==> src/core/mxp_pkg.sv <==
/*
 * mxp_pkg: shared constants for the memory exchange port select block.
 * Holds widths, request function-field positions, apb register offsets,
 * reset values and the exchange state type.
 * Assumes a single 125 MHz clock domain and an apb master with 32-bit data.
 */
`default_nettype none

package mxp_pkg;

   // address split: module select code over word select
   localparam int ADDR_W = 20;
   localparam int WSEL_W = 17;
   localparam int MSEL_W = 3;
   localparam int NUM_LOCAL = 4;

   // memory word: parity, data, error correction
   localparam int WORD_W = 60;
   localparam int WORD_PARITY_POS = 59;
   localparam int WORD_DATA_LSB = 8;
   localparam int WORD_DATA_W = 51;
   localparam int WORD_ECC_W = 8;

   // function control field of a request
   localparam int FUNC_W = 12;
   localparam int FN_READ = 0;
   localparam int FN_WRITE = 1;
   localparam int FN_RMW = 2;
   localparam int FN_COND_WRITE = 3;
   localparam int FN_PARITY_INHIBIT = 4;
   localparam int FN_CTL_LSB = 8;
   localparam int FN_CTL_W = 4;
   localparam logic [3:0] FN_GLOBAL_CTL_CODE = 4'hf;

   // port configuration word: per port {enable, code[2:0]}
   localparam int CFG_FIELD_W = 4;
   localparam int CFG_EN_POS = 3;

   // apb register offsets (byte addresses)
   localparam logic [7:0] REG_CTRL = 8'h00;
   localparam logic [7:0] REG_PORT_CFG = 8'h04;
   localparam logic [7:0] REG_STATUS = 8'h08;
   localparam logic [7:0] REG_LOCAL_CNT = 8'h0c;
   localparam logic [7:0] REG_GLOBAL_CNT = 8'h10;
   localparam logic [7:0] REG_NOPORT_CNT = 8'h14;

   // reset values
   localparam logic CTRL_RESET = 1'b0;
   localparam logic [15:0] PORT_CFG_RESET = 16'hba98;
   localparam logic [15:0] CNT_RESET = 16'h0000;

   // status field positions
   localparam int ST_BUSY_POS = 0;
   localparam int ST_ACK_POS = 1;
   localparam int ST_ROUTE_LSB = 4;
   localparam int ST_IO_POS = 8;

   // route codes reported in status
   localparam logic [2:0] ROUTE_GLOBAL = 3'h4;
   localparam logic [2:0] ROUTE_NONE = 3'h7;

   typedef enum logic [1:0] {
      ST_IDLE,
      ST_LOCAL,
      ST_GLOBAL,
      ST_DONE
   } mxp_state_e;

endpackage

`default_nettype wire

==> src/core/mxp_exchange.sv <==
/*
 * mxp_exchange: memory exchange requestor logic with port select.
 * Arbitrates the data processor and the io processor onto one memory path,
 * decodes the 20-bit word address and steers the request to one of four
 * local module ports or to the global memory port, one access at a time.
 * Assumes requestors hold req and their fields until their ack pulse and
 * drop req on the edge after it; ports hold done until cycle_initiate or
 * glb_req falls. Software configures the exchange over apb.
 */
// Local design decisions: the address map and the APB slave port.
`default_nettype none

module mxp_exchange (
   input wire logic pclk, // 125 MHz clock
   input wire logic presetn, // async reset, active low
   // apb slave
   input wire logic psel, // apb select
   input wire logic penable, // apb access phase
   input wire logic pwrite, // apb write
   input wire logic [7:0] paddr, // apb byte address
   input wire logic [31:0] pwdata, // apb write data
   output logic [31:0] prdata, // apb read data
   output logic pready, // apb ready
   output logic pslverr, // unmapped address
   // data processor requestor
   input wire logic dp_req, // request held until ack
   input wire logic [19:0] dp_addr, // word address
   input wire logic [11:0] dp_func, // function control bits
   input wire logic [59:0] dp_wdata, // write word
   output logic dp_ack, // one-cycle completion
   // io processor requestor
   input wire logic io_req, // request held until ack
   input wire logic io_burst, // burst cycle in progress
   input wire logic [19:0] io_addr, // word address
   input wire logic [11:0] io_func, // function control bits
   input wire logic [59:0] io_wdata, // write word
   output logic io_ack, // one-cycle completion
   // shared answer
   output logic [59:0] rsp_rdata, // read word, valid with ack
   output logic rsp_noport, // no port was selected
   // local module ports
   output logic [3:0] cycle_initiate, // one per local port
   output logic [16:0] loc_addr, // word select bits
   output logic [11:0] loc_func, // function control bits
   output logic read_modify_write_ctl, // function code bit
   output logic conditional_write_ctl, // function code bit
   output logic parity_check_inhibit, // function code bit
   output logic [59:0] loc_wdata, // write word
   input wire logic [3:0] loc_done, // port finished
   input wire logic [239:0] loc_rdata, // four read words
   output logic local_port_ack, // local port is engaged
   // global memory port
   output logic glb_req, // global cycle request
   output logic glb_ctl, // global system control cycle
   output logic [19:0] glb_addr, // full word address
   output logic [11:0] glb_func, // function control bits
   output logic [59:0] glb_wdata, // write word
   input wire logic glb_done, // global port finished
   input wire logic [59:0] glb_rdata // global read word
);

   // a request needs a read or write to be a memory function
   function automatic logic valid_func(input logic [11:0] f);
      valid_func = f[mxp_pkg::FN_READ] | f[mxp_pkg::FN_WRITE];
   endfunction

   // global system control pattern in the control field
   function automatic logic global_ctl(input logic [11:0] f);
      global_ctl = f[mxp_pkg::FN_CTL_LSB +: mxp_pkg::FN_CTL_W] ==
                   mxp_pkg::FN_GLOBAL_CTL_CODE;
   endfunction

   // sequence and routing state
   mxp_pkg::mxp_state_e state_q;
   logic enable_q;
   logic [15:0] port_cfg_q;
   logic [15:0] local_cnt_q;
   logic [15:0] global_cnt_q;
   logic [15:0] noport_cnt_q;
   logic [1:0] idx_q;
   logic who_io_q;
   logic [2:0] route_q;
   // combinational routing terms
   logic sel_io;
   logic take;
   logic [19:0] win_addr;
   logic [11:0] win_func;
   logic [59:0] win_wdata;
   logic hit;
   logic [1:0] hit_idx;
   logic go_local;
   logic go_global;
   logic go_none;
   logic apb_access;
   logic [31:0] rd_word;
   logic rd_hit;

   // io wins while bursting or when the data processor is not asking, data processor otherwise
   assign sel_io = io_req & (io_burst | ~dp_req);
   // one access in flight: new requests only taken from idle
   assign take = enable_q & (dp_req | io_req) & (state_q == mxp_pkg::ST_IDLE);
   // the winner's fields steer the one shared path
   assign win_addr = sel_io ? io_addr : dp_addr;
   assign win_func = sel_io ? io_func : dp_func;
   assign win_wdata = sel_io ? io_wdata : dp_wdata;

   // module code is the top three address bits
   mxp_port_match u_match (
      .module_code(win_addr[mxp_pkg::ADDR_W - 1 -: mxp_pkg::MSEL_W]),
      .port_cfg(port_cfg_q),
      .hit(hit),
      .idx(hit_idx)
   );

   // route decision for the winning request
   // a global control code wins over any local match
   assign go_global = take & (global_ctl(win_func) | (valid_func(win_func) & ~hit));
   assign go_local = take & ~global_ctl(win_func) & valid_func(win_func) & hit;
   assign go_none = take & ~global_ctl(win_func) & ~valid_func(win_func);

   // exchange sequence and port drive
   always_ff @(posedge pclk or negedge presetn) begin
      if (!presetn) begin
         state_q <= mxp_pkg::ST_IDLE;
         idx_q <= 2'h0;
         who_io_q <= 1'b0;
         route_q <= mxp_pkg::ROUTE_NONE;
         cycle_initiate <= 4'h0;
         local_port_ack <= 1'b0;
         loc_addr <= 17'h00000;
         loc_func <= 12'h000;
         read_modify_write_ctl <= 1'b0;
         conditional_write_ctl <= 1'b0;
         parity_check_inhibit <= 1'b0;
         loc_wdata <= 60'h000000000000000;
         glb_req <= 1'b0;
         glb_ctl <= 1'b0;
         glb_addr <= 20'h00000;
         glb_func <= 12'h000;
         glb_wdata <= 60'h000000000000000;
         dp_ack <= 1'b0;
         io_ack <= 1'b0;
         rsp_rdata <= 60'h000000000000000;
         rsp_noport <= 1'b0;
      end else begin
         dp_ack <= 1'b0;
         io_ack <= 1'b0;
         unique case (state_q)
            mxp_pkg::ST_IDLE: begin
               // remember the winner only on a take, status keeps it
               if (take) begin
                  who_io_q <= sel_io;
               end
               if (go_local) begin
                  // shared bus, only the chosen port sees initiate
                  state_q <= mxp_pkg::ST_LOCAL;
                  idx_q <= hit_idx;
                  route_q <= {1'b0, hit_idx};
                  cycle_initiate <= 4'h1 << hit_idx;
                  local_port_ack <= 1'b1;
                  loc_addr <= win_addr[mxp_pkg::WSEL_W - 1:0];
                  loc_func <= win_func;
                  read_modify_write_ctl <= win_func[mxp_pkg::FN_RMW];
                  conditional_write_ctl <= win_func[mxp_pkg::FN_COND_WRITE];
                  parity_check_inhibit <= win_func[mxp_pkg::FN_PARITY_INHIBIT];
                  loc_wdata <= win_wdata;
               end else if (go_global) begin
                  // ack low with a request pending means global
                  state_q <= mxp_pkg::ST_GLOBAL;
                  route_q <= mxp_pkg::ROUTE_GLOBAL;
                  glb_req <= 1'b1;
                  glb_ctl <= global_ctl(win_func);
                  glb_addr <= win_addr;
                  glb_func <= win_func;
                  glb_wdata <= win_wdata;
               end else if (go_none) begin
                  // answered at once so the requestor is not hung
                  state_q <= mxp_pkg::ST_DONE;
                  route_q <= mxp_pkg::ROUTE_NONE;
                  rsp_noport <= 1'b1;
                  rsp_rdata <= 60'h000000000000000;
                  dp_ack <= ~sel_io;
                  io_ack <= sel_io;
               end
            end
            mxp_pkg::ST_LOCAL: begin
               // no timeout: a silent port holds the path
               if (loc_done[idx_q]) begin
                  state_q <= mxp_pkg::ST_DONE;
                  cycle_initiate <= 4'h0;
                  local_port_ack <= 1'b0;
                  rsp_rdata <= loc_rdata[idx_q * mxp_pkg::WORD_W +: mxp_pkg::WORD_W];
                  rsp_noport <= 1'b0;
                  dp_ack <= ~who_io_q;
                  io_ack <= who_io_q;
               end
            end
            mxp_pkg::ST_GLOBAL: begin
               // the global port answers in its own time
               if (glb_done) begin
                  state_q <= mxp_pkg::ST_DONE;
                  glb_req <= 1'b0;
                  glb_ctl <= 1'b0;
                  rsp_rdata <= glb_rdata;
                  rsp_noport <= 1'b0;
                  dp_ack <= ~who_io_q;
                  io_ack <= who_io_q;
               end
            end
            mxp_pkg::ST_DONE: begin
               // one spare cycle lets the requestor drop req
               state_q <= mxp_pkg::ST_IDLE;
            end
         endcase
      end
   end

   // access counters, wrap silently
   // counted at take, so a stuck port still shows up
   always_ff @(posedge pclk or negedge presetn) begin
      if (!presetn) begin
         local_cnt_q <= mxp_pkg::CNT_RESET;
         global_cnt_q <= mxp_pkg::CNT_RESET;
         noport_cnt_q <= mxp_pkg::CNT_RESET;
      end else begin
         if (go_local) begin
            local_cnt_q <= local_cnt_q + 16'h0001;
         end
         if (go_global) begin
            global_cnt_q <= global_cnt_q + 16'h0001;
         end
         if (go_none) begin
            noport_cnt_q <= noport_cnt_q + 16'h0001;
         end
      end
   end

   // apb read decode
   always_comb begin
      rd_word = 32'h00000000;
      rd_hit = 1'b1;
      unique case (paddr)
         mxp_pkg::REG_CTRL: rd_word[0] = enable_q;
         mxp_pkg::REG_PORT_CFG: rd_word[15:0] = port_cfg_q;
         mxp_pkg::REG_STATUS: begin
            rd_word[mxp_pkg::ST_BUSY_POS] = state_q != mxp_pkg::ST_IDLE;
            rd_word[mxp_pkg::ST_ACK_POS] = local_port_ack;
            rd_word[mxp_pkg::ST_ROUTE_LSB +: 3] = route_q;
            rd_word[mxp_pkg::ST_IO_POS] = who_io_q;
         end
         mxp_pkg::REG_LOCAL_CNT: rd_word[15:0] = local_cnt_q;
         mxp_pkg::REG_GLOBAL_CNT: rd_word[15:0] = global_cnt_q;
         mxp_pkg::REG_NOPORT_CNT: rd_word[15:0] = noport_cnt_q;
         // unmapped offsets read zero and flag an error
         default: rd_hit = 1'b0;
      endcase
   end

   // ready comes one cycle into the access phase, so it is a flop
   assign apb_access = psel & penable & ~pready;

   // apb slave and writable registers
   always_ff @(posedge pclk or negedge presetn) begin
      if (!presetn) begin
         pready <= 1'b0;
         pslverr <= 1'b0;
         prdata <= 32'h00000000;
         enable_q <= mxp_pkg::CTRL_RESET;
         port_cfg_q <= mxp_pkg::PORT_CFG_RESET;
      end else begin
         // answer strobes stand for one cycle only
         pready <= apb_access;
         pslverr <= apb_access & ~rd_hit;
         prdata <= (apb_access & ~pwrite) ? rd_word : 32'h00000000;
         if (apb_access & pwrite) begin
            if (paddr == mxp_pkg::REG_CTRL) begin
               enable_q <= pwdata[0];
            end
            // codes only change here; a changed map affects the next take
            if (paddr == mxp_pkg::REG_PORT_CFG) begin
               port_cfg_q <= pwdata[15:0];
            end
         end
      end
   end

endmodule

`default_nettype wire

==> src/core/mxp_port_match.sv <==
/*
 * mxp_port_match: compares a module select code against the four local
 * port configurations and names the lowest matching enabled port.
 * Assumes the configuration word layout of mxp_pkg; purely combinational.
 */
`default_nettype none

module mxp_port_match (
   input wire logic [2:0] module_code, // high address bits of request
   input wire logic [15:0] port_cfg, // four {enable, code} fields
   output logic hit, // some local port matches
   output logic [1:0] idx // lowest matching port
);

   // scan downward so the lowest port is the last to overwrite
   always_comb begin
      hit = 1'b0;
      idx = 2'h0;
      for (int i = mxp_pkg::NUM_LOCAL - 1; i >= 0; i--) begin
         if (port_cfg[i * mxp_pkg::CFG_FIELD_W + mxp_pkg::CFG_EN_POS] &&
             port_cfg[i * mxp_pkg::CFG_FIELD_W +: mxp_pkg::MSEL_W] == module_code) begin
            hit = 1'b1;
            idx = 2'(i);
         end
      end
   end

endmodule

`default_nettype wire

==> config.mk <==
export PLATFORM = sky130hd
export DESIGN_NAME = mxp_exchange
export DESIGN_NICKNAME = d
export VERILOG_FILES = /design/src/core/mxp_pkg.sv /design/src/core/mxp_exchange.sv /design/src/core/mxp_port_match.sv
export SDC_FILE = /design/constraint.sdc
export NUM_CORES = 1
export LEC_CHECK = 0
export BUFFER_PORTS_ARGS = -buffer_cell sky130_fd_sc_hd__buf_2
export CAP_MARGIN = 20
export CORE_AREA = 2 2 319 321
export DETAILED_ROUTE_END_ITERATION = 10
export DIE_AREA = 0 0 321 323
export PLACE_DENSITY = 0.39
export SLEW_MARGIN = 0
export SYNTH_ARGS = -nofsm -noshare
export SYNTH_HDL_FRONTEND = slang
export SYNTH_SLANG_ARGS = --single-unit
==> constraint.sdc <==
create_clock -name pclk -period 2.6 [get_ports pclk]
set_input_delay 0.13 -clock pclk [delete_from_list [all_inputs] [get_ports pclk]]
set_output_delay 0.13 -clock pclk [all_outputs]
set_load 0.02 [all_outputs]
==> results.toml, run 1 <==
[power_and_ir_drop]
p_total_uw = 19900
total_leakage_power_uw = 0.0135
powerDensity_mw_per_mm2 = 730
ir_worst_vdd_v = 0.000401

[detailed_routing]
drc = 0
drt_iter0_markers = 865
totalWireLength_mm = 78.6
final_antenna_net_count = 0
drt-pass1-iter-count = 8
vias_per_cell = 4.14
routedWlPerCell_microns = 19.5
via_count = 16600

[clock_tree]
tritoncts = "built"
cts_buffers = 45
cts_sinks = 342
h-tree-depth = 2
clock_latency_ps = 610
cts_root_buffer = "clkbuf_16"
clk_path_buf_depth = 3
clkSlewWorstSetupHoldPaths_ps = 60

[final_layout]
area_delta_synth_final_pct = 59.6
nets = 3209
fillerInstances = 10900
fin_util_pct = 27.0
multiInputGateArea_sq_mm = 0.00785
finalNonFillerCells = 4022
drive_above_1_share_pct = 39.6
final_common_cell = "buf_2"
ff_latch_area_sq_mm = 0.00858
mostFrequentLayoutCells = "buf_2 (791), dfrtp_1 (329), nand2_1 (260)"

[sta]
maxSlewHeadroom_pct = 28.1
setup_viol = 0
setup_ws_ps = 171
fin_tns_setup_ps = 0
post-route-period-util_pct = 93.4
maxSlewViolCount = 0
worst_pin_slew_ps = 1060
fmax_ghz = 0.412
fin_crit_ps = 2430
rsz0062_at_grt = "yes"
final-hold-violation-count = 0
finClkSkew_ps = 42.1

[placed_design]
place_ws_ps = -173
placed_cells = 3665
dp_hpwl_mm = 60.5
numPortBuffers = 792
place_congestion = 0.779

[floorplan]
start_util_pct = 16.9
die_x_microns = 321
floorplan.core_area_sq_mm = 0.101
dieArea_sq_mm = 0.104
fp.dieH_microns = 323
fp-row-count = 117
pin_count = 825

[logic_synthesis]
synthCells = 1625
ys_warn_count = 0
synthArstFlopShare_pct = 100
netlist-cell-type-count = 66
syn_area_per_cell_sq_um = 10.5
synth_seq_area_share_pct = 50.2
synth_top_flop_cell = "dfrtp_1"
synth_top_area_share_pct = 48.6
synth_area_sq_mm = 0.0171
synth_area_leaders = "dfrtp_1 (49%), mux4_2 (8.1%), nand2_1 (5.7%)"
yosysTopAreaCell = "dfrtp_1"
synth_edf_count = 0
ys_ff_latch = 342

[setup_path]
end_kind = "flip-flop"
crit_type = "flip-flop to flip-flop"
required_ps = 3080
critical_path.max_fanout = 10
cp-start-kind = "flip-flop"
reg2reg_slack_ps = 170
cp.arrival_ps = 2900

[grt]
overflow = 0
grtUsageTotal_pct = 14.3
grt_pass1_vias = 16700
grt_first_pass_wirelength_mm = 110
antenna_found_initial = 20
grt_max_degree = 107

[run]
drv_cap = 0

[min_path]
hp-class = "input port to flip-flop"

[outcome]
status = "finished, final reports clean"
-- final timing paths --
path | startpoint | to | cells past startpoint
min reg2reg | loc_wdata[14] | loc_wdata[14] | 2
max in group asynchronous | presetn | rsp_rdata[35] | 3
min in group asynchronous | presetn | glb_wdata[16] | 2
max | state_q[0] | cycle_initiate[3] | 10
max reg2reg | state_q[0] | cycle_initiate[3] | 10
min | glb_rdata[22] | rsp_rdata[22] | 4
-- routing by layer --
metal | wire (microns) | global-route usage, % | part of all wire [%] | vias up
li1 | - | - | - | 7900
met1 | 32600 | 17.9 | 42 | 7964
met2 | 35900 | 22.6 | 46 | 650
met3 | 7250 | 4.82 | 9.2 | 113
met4 | 2710 | 5.42 | 3.5 | 20
met5 | 123 | 0 | 0.16 | -
-- through the flow --
step / hold slack (ps) / instance area (sq um)
final: 27.6 / 27200
after detailed placement: 104 / 22900
after floorplan: -166 / 17100
after global placement: 107 / 22900
after CTS: 2.17 / 27100
after global routing: 25.4 / 27200
-- cell usage after synthesis (5+ instances only) --
library cell	instances
a22o_1	60
ha_1	7
inv_1	17
nor2b_1	8
o22ai_1	6
xor2_1	34
a21oi_1	113
dfstp_2	11
clkbuf_1	61
buf_2	51
nand2b_1	6
nand2_1	260
a222oi_1	15
mux2i_1	90
and3_1	12
o21ai_0	159
mux2_2	19
buf_1	5
nor2_1	121
nand4_1	16
xnor2_1	27
buf_4	23
dfrtp_1	331
nand4b_1	7
nor3_1	7
a211oi_1	9
nor4_1	11
nand3_1	14
mux4_2	61
a22oi_1	7
-- power by group --
group | switching, uW | internal [uW]
sequential | 423 | 6040
combinational | 3950 | 2510
clock | 2690 | 4240
total | 7070 | 12800
-- flip-flops by register name (all words and copies together), names as in the netlist, 2 cells and up --
register and cells:
glb_wdata 60, loc_wdata 60, rsp_rdata 60, glb_addr 20
loc_addr 17, global_cnt_q 16, local_cnt_q 16, noport_cnt_q 16
port_cfg_q 16, prdata 16, glb_func 12, loc_func 12
cycle_initiate 4, route_q 3, idx_q 2, state_q 2
-- cells by family after synthesis --
logic type | count (synthesis) | synth area share, %
compound gates | 406 | 14.8
xor+xnor | 61 | 3.13
fa+ha+maj | 7 | 0.513
buf+inv | 162 | 4.58
flops | 342 | 50.2
mux | 171 | 14.7
other cells | 1 | 0.0220
simple gates | 475 | 12.0
-- critical path, stage by stage (launching register included) --
cell and delay (ps):
dfrtp_1 400, inv_1 160, ha_4 230, o211ai_1 190, a211oi_2 240, o31ai_2 160, a21o_4 320, buf_4 170
a21oi_1 200, buf_4 150, o32ai_1 70
-- timing repair --
| action | 4_1_cts | 5_1_grt |
|---|---|---|
| gates cloned | 0 | 2 |
| hold buffers | 253 | 0 |
| pin swaps | 0 | 2 |
| setup buffers | 0 | 7 |
| endpoints found under the hold margin | 573 | 0 |
| resized for setup | 1 | 7 |
| endpoints found under the setup margin | 2 | 147 |
-- cell type report --
| class | instances | share of cell area (%) |
|---|---|---|
| diodes | 13 | 0.119 |
| clock buffers | 55 | 4.57 |
| clock inverters | 27 | 1.56 |
| inverters | 18 | 0.248 |
| multi-input cells | 1137 | 28.8 |
| flip-flops and latches | 342 | 31.5 |
| well taps | 1309 | 6.01 |
| repair buffers | 1121 | 27.2 |
(Power assumes the default switching activity.)
==> inputs of run 2 (changes only) <==
==> constraint.sdc (replaced) <==
create_clock -name pclk -period 2.6 [get_ports pclk]
set_input_delay 0.39 -clock pclk [delete_from_list [all_inputs] [get_ports pclk]]
set_output_delay 0.39 -clock pclk [all_outputs]
set_load 0.02 [all_outputs]
==> run 2 against run 1 <==
  * Sequential share of layout area is 2.8 points higher
  * First-iteration DRC count is 12% higher
  * Sequential power hardly changed
  * Global-route usage is 0.079 points lower
  * Via count is 5.6% lower
  * Die area stayed put
  * Combinational power is 4.6% lower
  * Critical path depth is 1 lower
  * Clock power is 1% higher
  * Maximum frequency is 0.65% higher
==> results.toml, run 2 (synthesized netlist as in run 1, its figures left out) <==
[clock_tree]
h-tree-depth = 2
clk_path_buf_depth = 3
clock_latency_ps = 600
clkSlewWorstSetupHoldPaths_ps = 60
cts_sinks = 342
tritoncts = "built"
cts_buffers = 46
cts_root_buffer = "clkbuf_16"

[floorplan]
fp-row-count = 117
die_x_microns = 321
start_util_pct = 16.9
fp.dieH_microns = 323
pin_count = 825
floorplan.core_area_sq_mm = 0.101
dieArea_sq_mm = 0.104

[outcome]
status = "finished, final reports clean"

[final_layout]
final_common_cell = "buf_2"
top_regs = "glb_wdata: 60 flops, loc_wdata: 60 flops, rsp_rdata: 60 flops"
mostFrequentLayoutCells = "buf_2 (791), dfrtp_1 (329), nand2_1 (260)"
drive_above_1_share_pct = 43.9
area_delta_synth_final_pct = 46.5
nets = 3004
stdcell_area_sq_mm = 0.0250

[grt]
grt_first_pass_wirelength_mm = 109
antenna_found_initial = 23
grt_pass1_vias = 15800
grtUsageTotal_pct = 14.2
overflow = 0
grt_max_degree = 87

[sta]
final-hold-violation-count = 0
worst_pin_slew_ps = 786
fin_tns_setup_ps = 0
maxSlewViolCount = 0
finClkSkew_ps = 19.7
setup_viol = 0
hold-worst-slack_ps = 61.3
maxSlewHeadroom_pct = 47.6
fin_crit_ps = 2410
fmax_ghz = 0.414
rsz0062_at_grt = "no"
post-route-period-util_pct = 92.8

[power_and_ir_drop]
intPower_uw = 12700
total_leakage_power_uw = 0.0126
combPwrFrac_pct = 31.4
p_clk_share_pct = 35.6
seqPwrFrac_pct = 33.0
power.switching_uw = 6980
p_total_uw = 19600
ir_worst_vdd_v = 0.000631
powerDensity_mw_per_mm2 = 786
p_sw_share_pct = 35.5

[setup_path]
end_kind = "flip-flop"
cp-start-kind = "flip-flop"
critical_path.max_fanout = 11
crit_type = "flip-flop to flip-flop"
required_ps = 3070
reg2reg_slack_ps = 190
cp.arrival_ps = 2880

[detailed_routing]
totalWireLength_mm = 77.5
drt-pass1-iter-count = 5
drt_iter0_markers = 969
via_count = 15700
routedWlPerCell_microns = 20.3
vias_per_cell = 4.13
final_antenna_net_count = 0
drc = 0

[placed_design]
dp_hpwl_mm = 61.7
placed_area_sq_mm = 0.0231
place_congestion = 0.800
numPortBuffers = 792

[run]
drv_cap = 0

[min_path]
hp-class = "input port to flip-flop"
## run 2: final timing paths
kind | from | to | cells past startpoint
worst max-delay path | port_cfg_q[6] | cycle_initiate[1] | 9
worst min-delay path | pwdata[5] | port_cfg_q[5] | 2
worst max register to register | port_cfg_q[6] | cycle_initiate[1] | 9
worst min register to register | noport_cnt_q[15] | noport_cnt_q[15] | 1
max in group asynchronous | presetn | noport_cnt_q[13] | 4
min in group asynchronous | presetn | glb_addr[14] | 2
## run 2: worst max-delay path: stages, from the launching register on
cell and delay (ps):
dfrtp_1 450, xor2_1 170, nor4_1 230, o21ai_1 150, o22a_2 320, a21o_4 320, buf_4 170, a21oi_1 220
buf_4 160, o32ai_1 80
## run 2: area by class of cell
type	count	area, sq um
fill	11000	75700
sequential	342	8580
multi-input combinational	1136	7810
timing repair buffer	916	5230
tap	1309	1640
clock buffer	63	1290
clock inverter	22	367
inverter	18	67.6
antenna	4	10.0
## run 2: through the flow
stage | utilization, % | setup slack [ps] | cells
after floorplan | - | 207 | 1640
after global placement | 23.0 | -293 | 3702
after detailed placement | 23.0 | -334 | 3702
after CTS | 24.8 | 24.3 | 3801
after global routing | 24.8 | 27.4 | 3806
final | 24.8 | 187 | 3810
## run 2: timing repair
| action | 4_1_cts | 5_1_grt |
|---|---|---|
| setup buffers | 0 | 5 |
| hold endpoints to repair | 50 | 0 |
| hold buffers | 14 | 0 |
| gates resized for setup | 1 | 2 |
| endpoints found under the setup margin | 3 | 147 |
| pin swaps | 0 | 3 |
## run 2: layer usage
| metal | global-route usage (%) | share of wire, % | vias up |
|---|---|---|---|
| met3 | 4.75 | 8.7 | 128 |
| met4 | 5.01 | 3.4 | 22 |
| met2 | 22.5 | 46 | 671 |
| li1 | - | - | 7467 |
| met5 | 0 | 0.18 | - |
| met1 | 18.0 | 42 | 7434 |
## run 2: power groups by stage
| stage | clock (uW) | sequential, uW | combinational (uW) |
|---|---|---|---|
| after floorplan | 0 | 7320 | 2500 |
| after global placement | 0 | 6560 | 6270 |
| after detailed placement | 0 | 6580 | 6290 |
| after CTS | 7310 | 6490 | 6320 |
| after global routing | 7510 | 6570 | 6750 |
| final | 7000 | 6470 | 6170 |
==> inputs of run 3 (changes only) <==
--- a/config.mk
+++ b/config.mk
@@ -7,9 +7,9 @@
 export LEC_CHECK = 0
 export BUFFER_PORTS_ARGS = -buffer_cell sky130_fd_sc_hd__buf_2
 export CAP_MARGIN = 20
-export CORE_AREA = 2 2 319 321
+export CORE_AREA = 5 5 322 324
 export DETAILED_ROUTE_END_ITERATION = 10
-export DIE_AREA = 0 0 321 323
+export DIE_AREA = 0 0 327 329
 export PLACE_DENSITY = 0.39
 export SLEW_MARGIN = 0
 export SYNTH_ARGS = -nofsm -noshare
==> constraint.sdc (replaced) <==
create_clock -name pclk -period 2.3 [get_ports pclk]
set_input_delay 0.345 -clock pclk [delete_from_list [all_inputs] [get_ports pclk]]
set_output_delay 0.345 -clock pclk [all_outputs]
set_load 0.02 [all_outputs]
==> run 3 against run 2 <==
  * Critical path type unchanged
  * Die area grew 3.8%
  * Count of clock-buffer cells in the layout down 4
  * Cell count increased by 2.8%
  * Final area rose by 9.3%
  * Non-clock buffer count is 104 higher
  * Total power rose by 12%
  * Global-route usage grew 0.13 points
  * Largest cell class is now multi-input gates
  * Highest routed layer unchanged
  * Clock power up 3.4%
  * Maximum frequency is 3.8% higher
  * The flow now finishes with violations (negative setup slack)
  * Sequential share of layout area is 2.9 points lower
  * First-iteration DRC count down 15%
  * Clock skew up 20 ps
==> results.toml, run 3 (synthesized netlist as in run 1, its figures left out) <==
[setup_path]
endpoint = "loc_func[6]"
end_kind = "flip-flop"
reg2reg_slack_ps = -30
r2r-start = "port_cfg_q[6]"
r2r-end = "loc_func[6]"
cp-start-kind = "flip-flop"
critical_path.max_fanout = 15
required_ps = 2770
crit_type = "flip-flop to flip-flop"
cp.arrival_ps = 2800
crit_start = "port_cfg_q[6]"
reg2regPathDepth = 10

[power_and_ir_drop]
total_leakage_power_uw = 0.0136
seqPwrFrac_pct = 33.9
intPower_uw = 13800
p_total_uw = 21900
p_sw_share_pct = 36.8
power.switching_uw = 8070
powerDensity_mw_per_mm2 = 802
combPwrFrac_pct = 33.1
ir_worst_vdd_v = 0.000440
p_clk_share_pct = 33.1

[detailed_routing]
routedWlPerCell_microns = 21.5
drt-pass1-iter-count = 5
drc = 0
via_count = 16500
final_antenna_net_count = 0
drt_iter0_markers = 822
vias_per_cell = 4.22
totalWireLength_mm = 84.2

[final_layout]
nets = 3108
top_regs = "glb_wdata: 60 flops, loc_wdata: 60 flops, rsp_rdata: 60 flops"
ff_latch_area_sq_mm = 0.00858
fillerInstances = 10800
multiInputGateArea_sq_mm = 0.00878
area_delta_synth_final_pct = 60.1
mostFrequentLayoutCells = "buf_2 (791), dfrtp_1 (328), nand2_1 (221)"
drive_above_1_share_pct = 52.6
final_common_cell = "buf_2"
stdcell_area_sq_mm = 0.0273

[clock_tree]
cts_sinks = 342
clock_latency_ps = 610
cts_root_buffer = "clkbuf_16"
cts_buffers = 45
h-tree-depth = 2
clkSlewWorstSetupHoldPaths_ps = 60
clk_path_buf_depth = 3
tritoncts = "built"

[grt]
grtUsageTotal_pct = 14.3
grt_max_degree = 67
grt_first_pass_wirelength_mm = 116
antenna_found_initial = 27
grt_pass1_vias = 16600
overflow = 0

[placed_design]
numPortBuffers = 792
dp_hpwl_mm = 64.7
placed_area_sq_mm = 0.0237
place_congestion = 0.823

[sta]
rsz0062_at_grt = "yes"
maxSlewViolCount = 0
finClkSkew_ps = 40.1
worst_pin_slew_ps = 502
fmax_ghz = 0.430
setup_viol = 9
final-hold-violation-count = 0
post-route-period-util_pct = 101
maxSlewHeadroom_pct = 66.5
fin_crit_ps = 2330
fin_tns_setup_ps = -77.4
setup_ws_ps = -25.6

[min_path]
hp-class = "input port to flip-flop"

[floorplan]
fp.dieH_microns = 329
floorplan.core_area_sq_mm = 0.101
fp-row-count = 117
pin_count = 825
die_x_microns = 327
dieArea_sq_mm = 0.108
start_util_pct = 16.9

[outcome]
violations = "negative setup slack"
status = "finished with violations"

[run]
drv_cap = 0
==> run 3: cell types whose count changed in the layout (fill, tap and decap cells not counted), sizes merged <==
| cell | change |
|---|---|
| clkinvlp | +3 |
| diode | +4 |
| inv | -3 |
| clkbuf | +15 |
| bufinv | -6 |
| buf | +76 |
| a21o | +1 |
| clkinv | +8 |
| dlygate4sd3 | +9 |
==> run 3: repair_timing <==
action | in CTS | in global routing
hold endpoints to repair | 47 | 0
pin swaps | 7 | 54
buffers inserted | 7 | 3
hold buffers | 23 | 0
endpoints found under the setup margin | 193 | 207
gates cloned | 4 | 22
gates resized for setup | 33 | 327
==> run 3: power by group through the flow <==
stage                     Combinational, uW  Clock [uW]  Sequential [uW]
after floorplan                        2830           0             8280
after global placement                 7110           0             7430
after detailed placement               7100           0             7450
after CTS                              7220        7560             7350
after global routing                   7900        7770             7510
final                                  7250        7240             7420
==> run 3: critical path: stages, from the launching register on <==
cell and delay [ps]:
dfrtp_1 420, xor2_1 150, nor4_1 230, o21ai_1 140
o22a_2 290, buf_6 140, a21o_4 290, buf_12 180
clkbuf_16 190, nand2_1 60, o21ai_0 70
==> run 3: final cells by class <==
class / instances / area share, %
diodes: 8 / 0.0733
clock inverters: 24 / 0.948
repair buffers: 1020 / 24.6
flip-flops and latches: 342 / 31.4
clock buffers: 59 / 4.61
well taps: 1309 / 6.00
multi-input cells: 1137 / 32.1
inverters: 18 / 0.247
==> run 3: worst min-delay path by stage <==
stage / cells past startpoint / slack (ps) / start / end
after global routing: 3 / 10 / dp_addr[14] / loc_addr[14]
after floorplan: 0 / 50 / presetn / cycle_initiate[0]
after detailed placement: 1 / 300 / presetn / loc_wdata[17]
final: 3 / 50 / io_wdata[38] / loc_wdata[38]
after global placement: 1 / 310 / presetn / loc_wdata[17]
after CTS: 3 / 0.5 / dp_wdata[59] / glb_wdata[59]
==> run 3: stage by stage <==
step,utilization [%],instances,worst slack [ps],hold WS [ps]
2_1_floorplan,-,1640,-7.23,49.4
4_1_cts,25.6,3885,-14.4,0.452
3_3_place_gp,23.5,3769,-487,308
5_1_grt,27.1,3909,-122,13.6
3_5_place_dp,23.5,3769,-577,305
6_report,27.1,3917,-25.6,46.7
==> run 3: per-layer routing <==
layer / global-route usage, % / wire length (microns) / up-vias / share of wire, %
li1: - / - / 7710 / -
met4: 2.72 / 1490 / 20 / 1.8
met5: 0 / 136 / - / 0.16
met3: 4.93 / 7170 / 90 / 8.5
met1: 18.5 / 35700 / 8049 / 42
met2: 23.5 / 39800 / 672 / 47
